==> src/fls_pkg.sv <==
// constants and types shared by both ends of the fuse, lock and signature readback path
package fls_pkg;
  // ----------------------------------------
  // clock and timing
  // ----------------------------------------
  localparam int unsigned CLK_HZ = 100_000_000;
  localparam int unsigned WRITE_MIN_US = 3700;
  localparam int unsigned WRITE_MAX_US = 4500;
  localparam int unsigned WRITE_NOM_US = 4000;
  localparam int unsigned WRITE_CYCLES = WRITE_NOM_US * (CLK_HZ / 1_000_000);
  localparam logic [2:0] LOAD_WIN = 3'h3;
  localparam logic [2:0] STORE_WIN = 3'h4;
  // ----------------------------------------
  // control register fields
  // ----------------------------------------
  localparam int CB_EN = 0;
  localparam int CB_ERASE = 1;
  localparam int CB_PGWR = 2;
  localparam int CB_LRS = 3;
  localparam int CB_REEN = 4;
  localparam int CB_SIG = 5;
  localparam int CB_RWWB = 6;
  // ----------------------------------------
  // readback pointers and widths
  // ----------------------------------------
  localparam logic [15:0] PTR_FUSE_LOW = 16'h0000;
  localparam logic [15:0] PTR_LOCK = 16'h0001;
  localparam logic [15:0] PTR_FUSE_EXT = 16'h0002;
  localparam logic [15:0] PTR_FUSE_HIGH = 16'h0003;
  localparam logic [15:0] SIG_PTR_ID1 = 16'h0000;
  localparam logic [15:0] SIG_PTR_CAL = 16'h0001;
  localparam logic [15:0] SIG_PTR_ID2 = 16'h0002;
  localparam logic [15:0] SIG_PTR_ID3 = 16'h0004;
  localparam int LOCK_W = 6;
  localparam int EXT_W = 4;
  localparam logic [1:0] LOCK_TOP_FILL = 2'h3;
  localparam logic [3:0] EXT_TOP_FILL = 4'hF;
  localparam logic [7:0] RESERVED_READ = 8'hFF;
  // ----------------------------------------
  // host register word indices and fields
  // ----------------------------------------
  localparam logic [2:0] HR_CTRL = 3'h0;
  localparam logic [2:0] HR_PTR = 3'h1;
  localparam logic [2:0] HR_GO = 3'h2;
  localparam logic [2:0] HR_STORE = 3'h3;
  localparam logic [2:0] HR_RESULT = 3'h4;
  localparam logic [2:0] HR_STATUS = 3'h5;
  localparam int GO_READ = 0;
  localparam int GO_STORE = 1;
  localparam int GO_PLAIN = 2;
  localparam int ST_BUSY = 0;
  localparam int ST_EE = 1;
  localparam int ST_CTRL_LSB = 8;
  typedef enum logic [2:0] {
    FLS_IDLE = 3'b000,
    FLS_CHECK = 3'b001,
    FLS_CTRL = 3'b011,
    FLS_ISSUE = 3'b010,
    FLS_WAIT = 3'b110
  } fls_state_t;
endpackage

==> src/fls_if.sv <==
// link between the cpu-side controller and the readback device
`timescale 1ns/1ps
interface fls_if;
  logic ctrl_wr;
  logic [7:0] ctrl_wdata;
  logic [7:0] ctrl_rdata;
  logic [15:0] ptr;
  logic load_req;
  logic load_valid;
  logic [7:0] load_data;
  logic store_req;
  logic [15:0] store_data;
  logic ee_busy;
  modport dev (
    input ctrl_wr, ctrl_wdata, ptr, load_req, store_req, store_data,
    output ctrl_rdata, load_valid, load_data, ee_busy
  );
  modport cpu (
    output ctrl_wr, ctrl_wdata, ptr, load_req, store_req, store_data,
    input ctrl_rdata, load_valid, load_data, ee_busy
  );
endinterface

==> src/fls_device.sv <==
// readback device: control register, timed windows, fuse/lock/signature mux, write timer
`timescale 1ns/1ps
// Summary of operation
// - pointer 0x0001 armed load returns lock byte
// - lock bits sit in bits five to zero
// - lock select and enable auto-clear
// - disarmed load reads flash at pointer
// - pointer 0x0000 armed load returns fuse low
// - pointer 0x0003 armed load returns fuse high
// - pointer 0x0002 returns extended fuse, low nibble
// - programmed bits read zero, unprogrammed one
// - signature mode load returns signature row byte
// - signature select and enable auto-clear
// - identification bytes at 0x0000, 0x0002, 0x0004
// - signature pointer 0x0001 returns calibration byte
// - software uses only defined signature addresses
// - reset during write lets write finish
// - flash write lasts 3.7 to 4.5 ms
// - read-while-write busy held after programming
// - software waits for enable bit zero
// - software polls eeprom busy before sequence
// - eeprom write blocks programming and readback
// - re-enable clears busy after programming ends
module fls_device #(
  parameter logic [7:0] SIG_ID1 = 8'h5A, // arbitrary value
  parameter logic [7:0] SIG_ID2 = 8'hA5, // arbitrary value
  parameter logic [7:0] SIG_ID3 = 8'h3C, // arbitrary value
  parameter int unsigned WRITE_CYCLES = fls_pkg::WRITE_CYCLES
) (
  // clock and reset
  input wire logic REF_CLK,
  input wire logic RESET_N,
  // cpu link
  fls_if.dev BUS,
  // nonvolatile contents
  input wire logic [7:0] FUSE_LOW,
  input wire logic [7:0] FUSE_HIGH,
  input wire logic [fls_pkg::EXT_W-1:0] FUSE_EXT,
  input wire logic [fls_pkg::LOCK_W-1:0] LOCK_BITS,
  input wire logic [7:0] OSC_CAL,
  // eeprom status
  input wire logic EE_BUSY,
  // flash read port
  output logic [15:0] FLASH_ADDR,
  input wire logic [7:0] FLASH_RDATA,
  // write status
  output logic WRITE_BUSY,
  output logic RWW_BUSY
);
  import fls_pkg::*;

  // ----------------------------------------
  // state
  // ----------------------------------------
  logic selfprog_enable_q;
  logic erase_q;
  logic pgwr_q;
  logic lock_read_select_q;
  logic reenable_q;
  logic signature_read_select_q;
  logic readwhilewrite_busy_q;
  logic [2:0] load_cnt_q;
  logic [2:0] store_cnt_q;
  logic wr_busy_q;
  logic [31:0] wr_cnt_q;
  logic lock_op_q;
  logic [LOCK_W-1:0] lock_new_q;
  logic [LOCK_W-1:0] lock_prog_q;
  logic rd_pend_q;
  logic rd_rb_q;
  logic rd_lock_q;
  logic [15:0] rd_ptr_q;
  logic [15:0] flash_addr_q;
  logic [7:0] load_data_q;
  logic load_valid_q;
  logic ee_busy_q;
  logic [7:0] ctrl_rd;
  logic [7:0] rb_byte;
  logic [LOCK_W-1:0] lock_now;
  logic ctrl_take;
  logic load_win;
  logic rb_take;
  logic store_take;
  logic start_wr;
  logic load_expire;
  logic store_expire;
  logic wr_done;

  // ----------------------------------------
  // decode
  // ----------------------------------------
  // eeprom blocks arming
  assign ctrl_take = BUS.ctrl_wr && !EE_BUSY && !selfprog_enable_q;
  assign load_win = selfprog_enable_q && (load_cnt_q != 3'h0) && (lock_read_select_q || signature_read_select_q);
  assign rb_take = BUS.load_req && load_win && !EE_BUSY;
  assign store_take = BUS.store_req && selfprog_enable_q && (store_cnt_q != 3'h0) && !wr_busy_q
                      && !signature_read_select_q && !EE_BUSY;
  assign start_wr = store_take && (erase_q || pgwr_q || lock_read_select_q);
  assign load_expire = (load_cnt_q == 3'h1) && !rb_take;
  assign store_expire = (store_cnt_q == 3'h1) && !store_take;
  assign wr_done = wr_busy_q && (wr_cnt_q == 32'h1);
  assign lock_now = LOCK_BITS & ~lock_prog_q;

  // ----------------------------------------
  // control register bits
  // ----------------------------------------
  always_ff @(posedge REF_CLK) begin
    if (wr_busy_q) begin
      if (wr_done) begin
        selfprog_enable_q <= 1'b0;
        erase_q <= 1'b0;
        pgwr_q <= 1'b0;
        lock_read_select_q <= 1'b0;
      end
    end else if (!RESET_N) begin
      selfprog_enable_q <= 1'b0;
      erase_q <= 1'b0;
      pgwr_q <= 1'b0;
      lock_read_select_q <= 1'b0;
      reenable_q <= 1'b0;
      signature_read_select_q <= 1'b0;
      readwhilewrite_busy_q <= 1'b0;
    end else if (ctrl_take) begin
      selfprog_enable_q <= BUS.ctrl_wdata[CB_EN];
      erase_q <= BUS.ctrl_wdata[CB_ERASE];
      pgwr_q <= BUS.ctrl_wdata[CB_PGWR];
      lock_read_select_q <= BUS.ctrl_wdata[CB_LRS];
      reenable_q <= BUS.ctrl_wdata[CB_REEN];
      signature_read_select_q <= BUS.ctrl_wdata[CB_SIG];
    end else if (rb_take) begin
      selfprog_enable_q <= 1'b0;
      lock_read_select_q <= 1'b0;
      signature_read_select_q <= 1'b0;
      erase_q <= 1'b0;
      pgwr_q <= 1'b0;
      reenable_q <= 1'b0;
    end else if (store_take) begin
      selfprog_enable_q <= start_wr;
      reenable_q <= 1'b0;
      if (erase_q || pgwr_q) begin
        readwhilewrite_busy_q <= 1'b1;
      end else if (reenable_q) begin
        readwhilewrite_busy_q <= 1'b0;
      end
    end else if (load_expire && signature_read_select_q) begin
      selfprog_enable_q <= 1'b0;
      signature_read_select_q <= 1'b0;
    end else if (store_expire && !signature_read_select_q) begin
      selfprog_enable_q <= 1'b0;
      lock_read_select_q <= 1'b0;
      erase_q <= 1'b0;
      pgwr_q <= 1'b0;
      reenable_q <= 1'b0;
    end
  end

  // ----------------------------------------
  // timed windows
  // ----------------------------------------
  always_ff @(posedge REF_CLK) begin
    if (!RESET_N) begin
      load_cnt_q <= 3'h0;
      store_cnt_q <= 3'h0;
    end else if (ctrl_take) begin
      load_cnt_q <= LOAD_WIN;
      store_cnt_q <= STORE_WIN;
    end else if (rb_take || store_take) begin
      load_cnt_q <= 3'h0;
      store_cnt_q <= 3'h0;
    end else begin
      if (load_cnt_q != 3'h0) begin
        load_cnt_q <= load_cnt_q - 3'h1;
      end
      if (store_cnt_q != 3'h0) begin
        store_cnt_q <= store_cnt_q - 3'h1;
      end
    end
  end

  // ----------------------------------------
  // flash write timer
  // ----------------------------------------
  always_ff @(posedge REF_CLK) begin
    if (wr_busy_q) begin
      wr_cnt_q <= wr_cnt_q - 32'h1;
      if (wr_done) begin
        wr_busy_q <= 1'b0;
        lock_op_q <= 1'b0;
        if (lock_op_q) begin
          lock_prog_q <= lock_prog_q | ~lock_new_q;
        end
      end
    end else if (!RESET_N) begin
      wr_busy_q <= 1'b0;
      wr_cnt_q <= 32'h0;
      lock_op_q <= 1'b0;
      lock_new_q <= '1;
      lock_prog_q <= '0;
    end else if (start_wr) begin
      wr_busy_q <= 1'b1;
      wr_cnt_q <= WRITE_CYCLES;
      lock_op_q <= lock_read_select_q;
      lock_new_q <= BUS.store_data[LOCK_W-1:0];
    end
  end

  // ----------------------------------------
  // readback byte
  // ----------------------------------------
  always_comb begin
    rb_byte = RESERVED_READ;
    if (rd_lock_q) begin
      case (rd_ptr_q)
        PTR_LOCK: rb_byte = {LOCK_TOP_FILL, lock_now};
        PTR_FUSE_LOW: rb_byte = FUSE_LOW;
        PTR_FUSE_HIGH: rb_byte = FUSE_HIGH;
        PTR_FUSE_EXT: rb_byte = {EXT_TOP_FILL, FUSE_EXT};
        default: rb_byte = RESERVED_READ;
      endcase
    end else begin
      case (rd_ptr_q)
        SIG_PTR_ID1: rb_byte = SIG_ID1;
        SIG_PTR_ID2: rb_byte = SIG_ID2;
        SIG_PTR_ID3: rb_byte = SIG_ID3;
        SIG_PTR_CAL: rb_byte = OSC_CAL;
        default: rb_byte = RESERVED_READ;
      endcase
    end
  end

  // ----------------------------------------
  // load response pipeline
  // ----------------------------------------
  always_ff @(posedge REF_CLK) begin
    if (!RESET_N) begin
      rd_pend_q <= 1'b0;
      rd_rb_q <= 1'b0;
      rd_lock_q <= 1'b0;
      rd_ptr_q <= 16'h0000;
      flash_addr_q <= 16'h0000;
      load_valid_q <= 1'b0;
      load_data_q <= 8'h00;
    end else begin
      rd_pend_q <= BUS.load_req;
      load_valid_q <= rd_pend_q;
      if (BUS.load_req) begin
        rd_rb_q <= rb_take;
        rd_lock_q <= lock_read_select_q;
        rd_ptr_q <= BUS.ptr;
        flash_addr_q <= BUS.ptr;
      end
      if (rd_pend_q) begin
        load_data_q <= rd_rb_q ? rb_byte : FLASH_RDATA;
      end
    end
  end

  always_ff @(posedge REF_CLK) begin
    if (!RESET_N) begin
      ee_busy_q <= 1'b0;
    end else begin
      ee_busy_q <= EE_BUSY;
    end
  end

  // ----------------------------------------
  // outputs
  // ----------------------------------------
  always_comb begin
    ctrl_rd = 8'h00;
    ctrl_rd[CB_EN] = selfprog_enable_q;
    ctrl_rd[CB_ERASE] = erase_q;
    ctrl_rd[CB_PGWR] = pgwr_q;
    ctrl_rd[CB_LRS] = lock_read_select_q;
    ctrl_rd[CB_REEN] = reenable_q;
    ctrl_rd[CB_SIG] = signature_read_select_q;
    ctrl_rd[CB_RWWB] = readwhilewrite_busy_q;
  end

  assign BUS.ctrl_rdata = ctrl_rd;
  assign BUS.load_valid = load_valid_q;
  assign BUS.load_data = load_data_q;
  assign BUS.ee_busy = ee_busy_q;
  assign FLASH_ADDR = flash_addr_q;
  assign WRITE_BUSY = wr_busy_q;
  assign RWW_BUSY = readwhilewrite_busy_q;
endmodule // fls_device

==> src/flat_wrapper.sv <==
// flat-port wrapper written by rule: the top's interface ports become plain ports
module fls_device_flat import fls_pkg::*;
#(
  parameter logic [7:0] SIG_ID1 = 8'h5A,                   
  parameter logic [7:0] SIG_ID2 = 8'hA5,                   
  parameter logic [7:0] SIG_ID3 = 8'h3C,                   
  parameter int unsigned WRITE_CYCLES = fls_pkg::WRITE_CYCLES
)
  (REF_CLK, RESET_N, FUSE_LOW, FUSE_HIGH, FUSE_EXT, LOCK_BITS, OSC_CAL, EE_BUSY, FLASH_ADDR, FLASH_RDATA, WRITE_BUSY, RWW_BUSY, BUS_ctrl_wr, BUS_ctrl_wdata, BUS_ptr, BUS_load_req, BUS_store_req, BUS_store_data, BUS_ctrl_rdata, BUS_load_valid, BUS_load_data, BUS_ee_busy);
  fls_if BUS_i ();
  input wire logic REF_CLK;
  input wire logic RESET_N;
  input wire logic [7:0] FUSE_LOW;
  input wire logic [7:0] FUSE_HIGH;
  input wire logic [fls_pkg::EXT_W-1:0] FUSE_EXT;
  input wire logic [fls_pkg::LOCK_W-1:0] LOCK_BITS;
  input wire logic [7:0] OSC_CAL;
  input wire logic EE_BUSY;
  output logic [15:0] FLASH_ADDR;
  input wire logic [7:0] FLASH_RDATA;
  output logic WRITE_BUSY;
  output logic RWW_BUSY;
  input wire logic [$bits(BUS_i.ctrl_wr)-1:0] BUS_ctrl_wr;
  input wire logic [$bits(BUS_i.ctrl_wdata)-1:0] BUS_ctrl_wdata;
  input wire logic [$bits(BUS_i.ptr)-1:0] BUS_ptr;
  input wire logic [$bits(BUS_i.load_req)-1:0] BUS_load_req;
  input wire logic [$bits(BUS_i.store_req)-1:0] BUS_store_req;
  input wire logic [$bits(BUS_i.store_data)-1:0] BUS_store_data;
  output wire logic [$bits(BUS_i.ctrl_rdata)-1:0] BUS_ctrl_rdata;
  output wire logic [$bits(BUS_i.load_valid)-1:0] BUS_load_valid;
  output wire logic [$bits(BUS_i.load_data)-1:0] BUS_load_data;
  output wire logic [$bits(BUS_i.ee_busy)-1:0] BUS_ee_busy;
  assign BUS_i.ctrl_wr = BUS_ctrl_wr;
  assign BUS_i.ctrl_wdata = BUS_ctrl_wdata;
  assign BUS_i.ptr = BUS_ptr;
  assign BUS_i.load_req = BUS_load_req;
  assign BUS_i.store_req = BUS_store_req;
  assign BUS_i.store_data = BUS_store_data;
  assign BUS_ctrl_rdata = BUS_i.ctrl_rdata;
  assign BUS_load_valid = BUS_i.load_valid;
  assign BUS_load_data = BUS_i.load_data;
  assign BUS_ee_busy = BUS_i.ee_busy;
  fls_device #(.SIG_ID1(SIG_ID1), .SIG_ID2(SIG_ID2), .SIG_ID3(SIG_ID3), .WRITE_CYCLES(WRITE_CYCLES)) u_core (.REF_CLK(REF_CLK), .RESET_N(RESET_N), .BUS(BUS_i), .FUSE_LOW(FUSE_LOW), .FUSE_HIGH(FUSE_HIGH), .FUSE_EXT(FUSE_EXT), .LOCK_BITS(LOCK_BITS), .OSC_CAL(OSC_CAL), .EE_BUSY(EE_BUSY), .FLASH_ADDR(FLASH_ADDR), .FLASH_RDATA(FLASH_RDATA), .WRITE_BUSY(WRITE_BUSY), .RWW_BUSY(RWW_BUSY));
endmodule
==> config.mk <==
export PLATFORM = sky130hd
export DESIGN_NAME = fls_device_flat
export DESIGN_NICKNAME = d
export VERILOG_FILES = /design/src/fls_pkg.sv /design/src/fls_if.sv /design/src/fls_device.sv /design/src/flat_wrapper.sv
export SDC_FILE = /design/constraint.sdc
export NUM_CORES = 1
export LEC_CHECK = 0
export BUFFER_PORTS_ARGS = -buffer_cell sky130_fd_sc_hd__buf_4
export CAP_MARGIN = 25
export CORE_ASPECT_RATIO = 0.7
export CORE_UTILIZATION = 55
export DETAILED_ROUTE_END_ITERATION = 8
export GPL_ROUTABILITY_DRIVEN = 0
export PLACE_DENSITY = 0.84
export SLEW_MARGIN = 20
export SYNTH_ARGS = -nofsm -noshare
export SYNTH_HDL_FRONTEND = slang
export SYNTH_SLANG_ARGS = --single-unit
==> constraint.sdc <==
create_clock -name REF_CLK -period 3.9 [get_ports REF_CLK]
set_input_delay 0.195 -clock REF_CLK [delete_from_list [all_inputs] [get_ports REF_CLK]]
set_output_delay 0.195 -clock REF_CLK [all_outputs]
set_load 0.03 [all_outputs]
==> results of run 1 <==
[sequential cells by signal, indices dropped and copies added, names as in the netlist]
register,count
u_core.WRITE_BUSY,1
u_core.pgwr_q,1
u_core.BUS.load_valid,1
u_core.rd_rb_q,1
u_core.RWW_BUSY,1
u_core.lock_prog_q,6
u_core.load_cnt_q,3
u_core.lock_op_q,1
u_core.wr_cnt_q,32
u_core.selfprog_enable_q,1
u_core.BUS.load_data,8
u_core.rd_lock_q,1
u_core.store_cnt_q,3
u_core.erase_q,1
u_core.lock_new_q,6
u_core.lock_read_select_q,1
u_core.rd_ptr_q,16
u_core.BUS.ee_busy,1
u_core.rd_pend_q,1
u_core.reenable_q,1
u_core.signature_read_select_q,1
[routing by layer]
layer / up-vias / global-route usage [%]
met5: - / 0
met4: 0 / 7.79
met3: 11 / 6.35
met2: 205 / 42.2
met1: 2029 / 38.2
li1: 2065 / -
[logic make-up after synthesis]
family          Yosys count  share of synthesized area (%)
mux                      33                           6.94
simple gates            196                           22.4
flops                    88                           46.0
other cells               1                         0.0756
buf+inv                  63                           5.68
compound gates          111                           15.1
xor+xnor                 10                           1.77
fa+ha+maj                 8                           2.02
[worst max path at each step]
| stage | start | endpoint | cells after the start |
|---|---|---|---|
| 3_5_place_dp | u_core.wr_cnt_q[13] | u_core.lock_prog_q[3] | 4 |
| 3_3_place_gp | u_core.wr_cnt_q[13] | u_core.lock_prog_q[0] | 4 |
| 6_report | u_core.wr_cnt_q[13] | u_core.lock_prog_q[5] | 4 |
| 5_1_grt | u_core.wr_cnt_q[13] | u_core.lock_prog_q[5] | 4 |
| 4_1_cts | u_core.wr_cnt_q[13] | u_core.lock_prog_q[5] | 4 |
| 2_1_floorplan | u_core.wr_cnt_q[13] | u_core.lock_prog_q[0] | 6 |
[cell type report]
cell class	instances	area, um2
repair buffers	116	868
flip-flops and latches	88	2280
well taps	120	150
clock buffers	11	233
clock inverters	5	57.6
inverters	22	82.6
multi-input cells	359	2390
fillers	651	2510
[placed cells by master (no fill, tap or decap), types with 4 or more instances in the layout]
cell type  synthesis  final
dfxtp_1           36     36
xnor2_1            4      4
nand3_1            8      8
nor3b_1            5      5
or4_1             12     12
o211ai_1           6      6
o21ai_0           14     14
nand4_1            6      6
o32ai_1            4      4
nor4b_1            4      4
or3_1              8      8
xor2_1             6      6
inv_1             21     21
nand2b_1          25     25
clkbuf_16          0      9
and3_1             7      7
mux2i_1           31     31
nor3_1             4      4
o31ai_1            9      9
nand2_1           26     26
edfxtp_1          52     52
buf_4              8    115
a311oi_1           4      4
ha_1               8      8
nor4_1            12     12
nor2_1            49     49
a31oi_1           13     13
nor4_2             4      4
a21oi_1           33     33
nor2b_1            8      8
[report_power, final]
part,switching (W),internal (W),leakage [nW]
logic,0.000699,0.000451,1.41
registers,0.000220,0.00128,0.827
clock network,0.000348,0.000495,0.133
[worst max-delay path: cells and delay by family (launching register included)]
kind	cells	cell delay, ps
AO/OA/AOI/OAI	1	400
flip-flops	1	420
AND/OR/NAND/NOR	3	1640
[metrics by stage]
stage	instance area [um2]	instances	utilization, %	hold slack, ps	power, W
2_1_floorplan	4960	510	-	322	0.00232
3_3_place_gp	5770	704	67.3	429	0.00259
3_5_place_dp	5770	704	67.3	433	0.00265
4_1_cts	6060	720	70.6	77.1	0.00350
5_1_grt	6070	721	70.7	87.8	0.00368
6_report	6070	721	70.7	81.1	0.00350
==> results.cfg, run 1 <==
[hold_path]
min_from = EE_BUSY
whs_path_depth = 2
holdPathEnd = u_core.BUS.ee_busy
hp-class = input port to flip-flop

[timing]
rsz0062_at_grt = false
setup-violations-final = 0
hold_viol = 0
fin_ws_ps = 1060
fin_crit_sh_pct = 72.9
worst_pin_slew_ps = 1090
drv_slew = 0
fin_tns_setup_ps = 0
maxSlewHeadroom_pct = 26.8
clock-skew-final_ps = 9.27
layout_min_cycle_time_ps = 2840
fmax_mhz = 352

[placed_design]
dp_worst_setup_slack_ps = 1100
portBuffers = 110
place.detailed.hpwl_mm = 8.75

[clocking]
cts_hold_buf = 0
clock-sinks = 88
cts_tree = yes
cts_buffer_depth = 2
postCtsSetupRepairBufs = 0
path_clk_slew_ps = 60
htree_levels = 3
cts_resized = 0
cts_root_buf = clkbuf_16
insertion_delay_ps = 350
numCtsBuffers = 9

[routing]
met3_length_mm = 1.07
wl_per_cell_um = 17.2
vias_per_cell = 5.98
postRouteAntennaNets = 0
m1WireLength_mm = 5.59
wl_met2_mm = 5.59
vias = 4310
wl_mm = 12.4
first_iter_violations = 364
drc = 0
top_layer = met4
drt-pass1-iter-count = 5

[yosys]
syn_inst = 510
avgSynthCellArea_um2 = 9.72
yosys.area.top_type = edfxtp_1
yosysMostFrequentCell = edfxtp_1
synth_flop_cell = edfxtp_1
ys_ff_latch = 88
synth_common_cells = edfxtp_1, nor2_1, dfxtp_1, a21oi_1, mux2i_1
syn-num-nets = 606
synth-edff-count = 52
yosysWarnings = 0
synth_area_leaders = edfxtp_1, dfxtp_1, mux2i_1
synth_cell_types = 63
yosysSeqAreaShare_pct = 46.0
synth_top_area_share_pct = 31.5
async_reset_ff_share_pct = 0
netlist_area_um2 = 4960

[floorplan]
boundaryPins = 124
rows = 28
fp.dieArea_um2 = 9410
core_area_um2 = 8580
fp.dieW_um = 115
initial_core_util_pct = 57.8
fp.dieH_um = 81.4

[power_and_ir_drop]
vdd_ir_drop_max_mv = 0.390
leakage_nw = 2.37
p_per_area_nw_per_um2 = 576

[setup_path]
crit_required_ps = 3880
end_kind = flip-flop
cp_slowest_cell = or4_4
start_kind = flip-flop
arrival_ps = 2820
critical_path.max_fanout = 11
rrSetupSlack_ps = 1060
r2r_cells = 4
slowest_delay_ps = 660
rr_endpoint = u_core.lock_prog_q[5]
crit_chain = or3_1 > or4_4 > o31a_1 > nor2_1
timing.rr.start = u_core.wr_cnt_q[13]
path_class = flip-flop to flip-flop

[job]
drv_cap = 0

[layout]
drive_gt1_share_pct = 23.8
area_delta_synth_final_pct = 22.4
layout.nets = 692
insertedDiodeCount = 0

[global_routing]
first_global_vias = 3861
grt_pass1_wl_mm = 19.5
antenna_found_initial = 0
grt_max_degree = 40
grt_usage_pct = 27.2
grt-ovfl-total = 0

[status]
outcome = completed
No activity file was read; power rests on OpenSTA's default activity.
==> run 2: changes to the inputs <==
- CORE_UTILIZATION: 55 -> 49
- PLACE_DENSITY: 0.84 -> 0.79
- clock period: 3.9 -> 2.4 ns (I/O delays scaled with it)
==> results.cfg, run 2 (synthesis gave the netlist of run 1 again) <==
[job]
drv_cap = 0

[timing]
setup-violations-final = 0
maxSlewHeadroom_pct = 55.7
hold_viol = 0
layout_min_cycle_time_ps = 2350
fin_tns_setup_ps = 0
rsz0062_at_grt = false
clock-skew-final_ps = 6.53
fmax_mhz = 425
drv_slew = 0
fin_crit_sh_pct = 98.0
worst_pin_slew_ps = 658

[clocking]
insertion_delay_ps = 340
htree_levels = 3
cts_root_buf = clkbuf_16
cts_tree = yes
clock-sinks = 88
path_clk_slew_ps = 60
numCtsBuffers = 9
cts_buffer_depth = 2

[placed_design]
portBuffers = 110
place.detailed.hpwl_mm = 9.80

[layout]
insertedDiodeCount = 0
multi_input_area_um2 = 2430
largest_register_ffs = 32
final_cell_mix = buf_4, edfxtp_1, nor2_1
final_util_pct = 65.1
fillers = 758
area_delta_synth_final_pct = 28.1
layout.nets = 719
ff_latch_area_um2 = 2280
final_common_cell = buf_4
drive_gt1_share_pct = 28.3
regMostFlops = u_core.wr_cnt_q

[routing]
postRouteAntennaNets = 0
first_iter_violations = 434
drc = 0
wl_mm = 13.8
wl_per_cell_um = 18.3
drt-pass1-iter-count = 4
vias = 4507
vias_per_cell = 5.96

[global_routing]
grt_max_degree = 33
grt_usage_pct = 27.1
grt_pass1_wl_mm = 22.0
grt-ovfl-total = 0
first_global_vias = 4218
antenna_found_initial = 0

[floorplan]
fp.dieH_um = 86.2
core_area_um2 = 9760
fp.dieW_um = 122
boundaryPins = 124
rows = 30
fp.dieArea_um2 = 10500
initial_core_util_pct = 50.8

[setup_path]
critical_path.max_fanout = 6
path_class = flip-flop to flip-flop
crit_required_ps = 2430
arrival_ps = 2390
cp-endpoint = u_core.lock_prog_q[3]
rr_endpoint = u_core.lock_prog_q[3]
start_kind = flip-flop
crit_start = u_core.wr_cnt_q[24]
r2r_cells = 4
rrSetupSlack_ps = 50
end_kind = flip-flop
timing.rr.start = u_core.wr_cnt_q[24]

[power_and_ir_drop]
vdd_ir_drop_max_mv = 0.707
p_per_area_nw_per_um2 = 950
leakage_nw = 2.53

[hold_path]
hp-class = input port to flip-flop

[status]
outcome = completed
[run 2: changes by cell type in the layout (fill, tap and decap cells not counted), sizes merged]
cell,change
inv,+2
bufinv,-1
clkinvlp,-2
buf,+28
[run 2: critical path, stage by stage (launching register included)]
cell	delay [ps]
edfxtp_1	400
or4_4	550
or4_4	430
o31a_1	430
nor2_4	230
[run 2: metal layers]
layer  global-route usage, %  vias to the layer above  routed length, um
li1                        -                     2121                  -
met1                    38.7                     2170               6350
met2                    41.1                      196               6210
met3                    6.05                       20               1070
met4                    7.65                        0                187
met5                       0                        -                  0
[run 2: worst min path at each step]
stage,from,endpoint,slack (ps),depth (start not counted)
final,EE_BUSY,u_core.BUS.ee_busy,9,2
after detailed placement,BUS_ptr[15],u_core.rd_ptr_q[15],360,3
after global placement,BUS_ptr[15],u_core.rd_ptr_q[15],350,3
after CTS,EE_BUSY,u_core.BUS.ee_busy,4,2
after global routing,BUS_ptr[14],u_core.rd_ptr_q[14],20,3
after floorplan,EE_BUSY,u_core.BUS.ee_busy,250,1
[run 2: cell type report]
type / instances / area share (%)
Multi-Input combinational cell: 359 / 38.3
Sequential cell: 88 / 35.9
Timing Repair Buffer: 143 / 17.1
Clock buffer: 12 / 4.39
Tap cell: 128 / 2.52
Inverter: 22 / 1.30
Clock inverter: 4 / 0.492
[run 2: through the flow]
| step | cells | setup slack (ps) | total power [W] | instance area, um2 | hold WS, ps |
|---|---|---|---|---|---|
| 2_1_floorplan | 510 | 3.08 | 0.00378 | 4970 | 247 |
| 3_3_place_gp | 740 | 44.3 | 0.00440 | 6020 | 352 |
| 3_5_place_dp | 740 | 18.9 | 0.00453 | 6020 | 361 |
| 4_1_cts | 756 | 18.6 | 0.00600 | 6340 | 4.35 |
| 5_1_grt | 756 | 1.89 | 0.00636 | 6350 | 17.6 |
| 6_report | 756 | 47.9 | 0.00604 | 6350 | 8.60 |
[run 2: what timing repair did]
| action | in CTS | in global routing |
|---|---|---|
| buffers inserted | 0 | 0 |
| endpoints found under the setup margin | 3 | 7 |
| pin swaps | 1 | 3 |
| hold endpoints to repair | 0 | 0 |
| hold buffers | 0 | 0 |
| gates resized for setup | 1 | 3 |
[run 2: power by group]
part	internal (W)	total, W	switching, W
clock network	0.000836	0.00145	0.000610
logic	0.000897	0.00218	0.00128
registers	0.00208	0.00241	0.000325
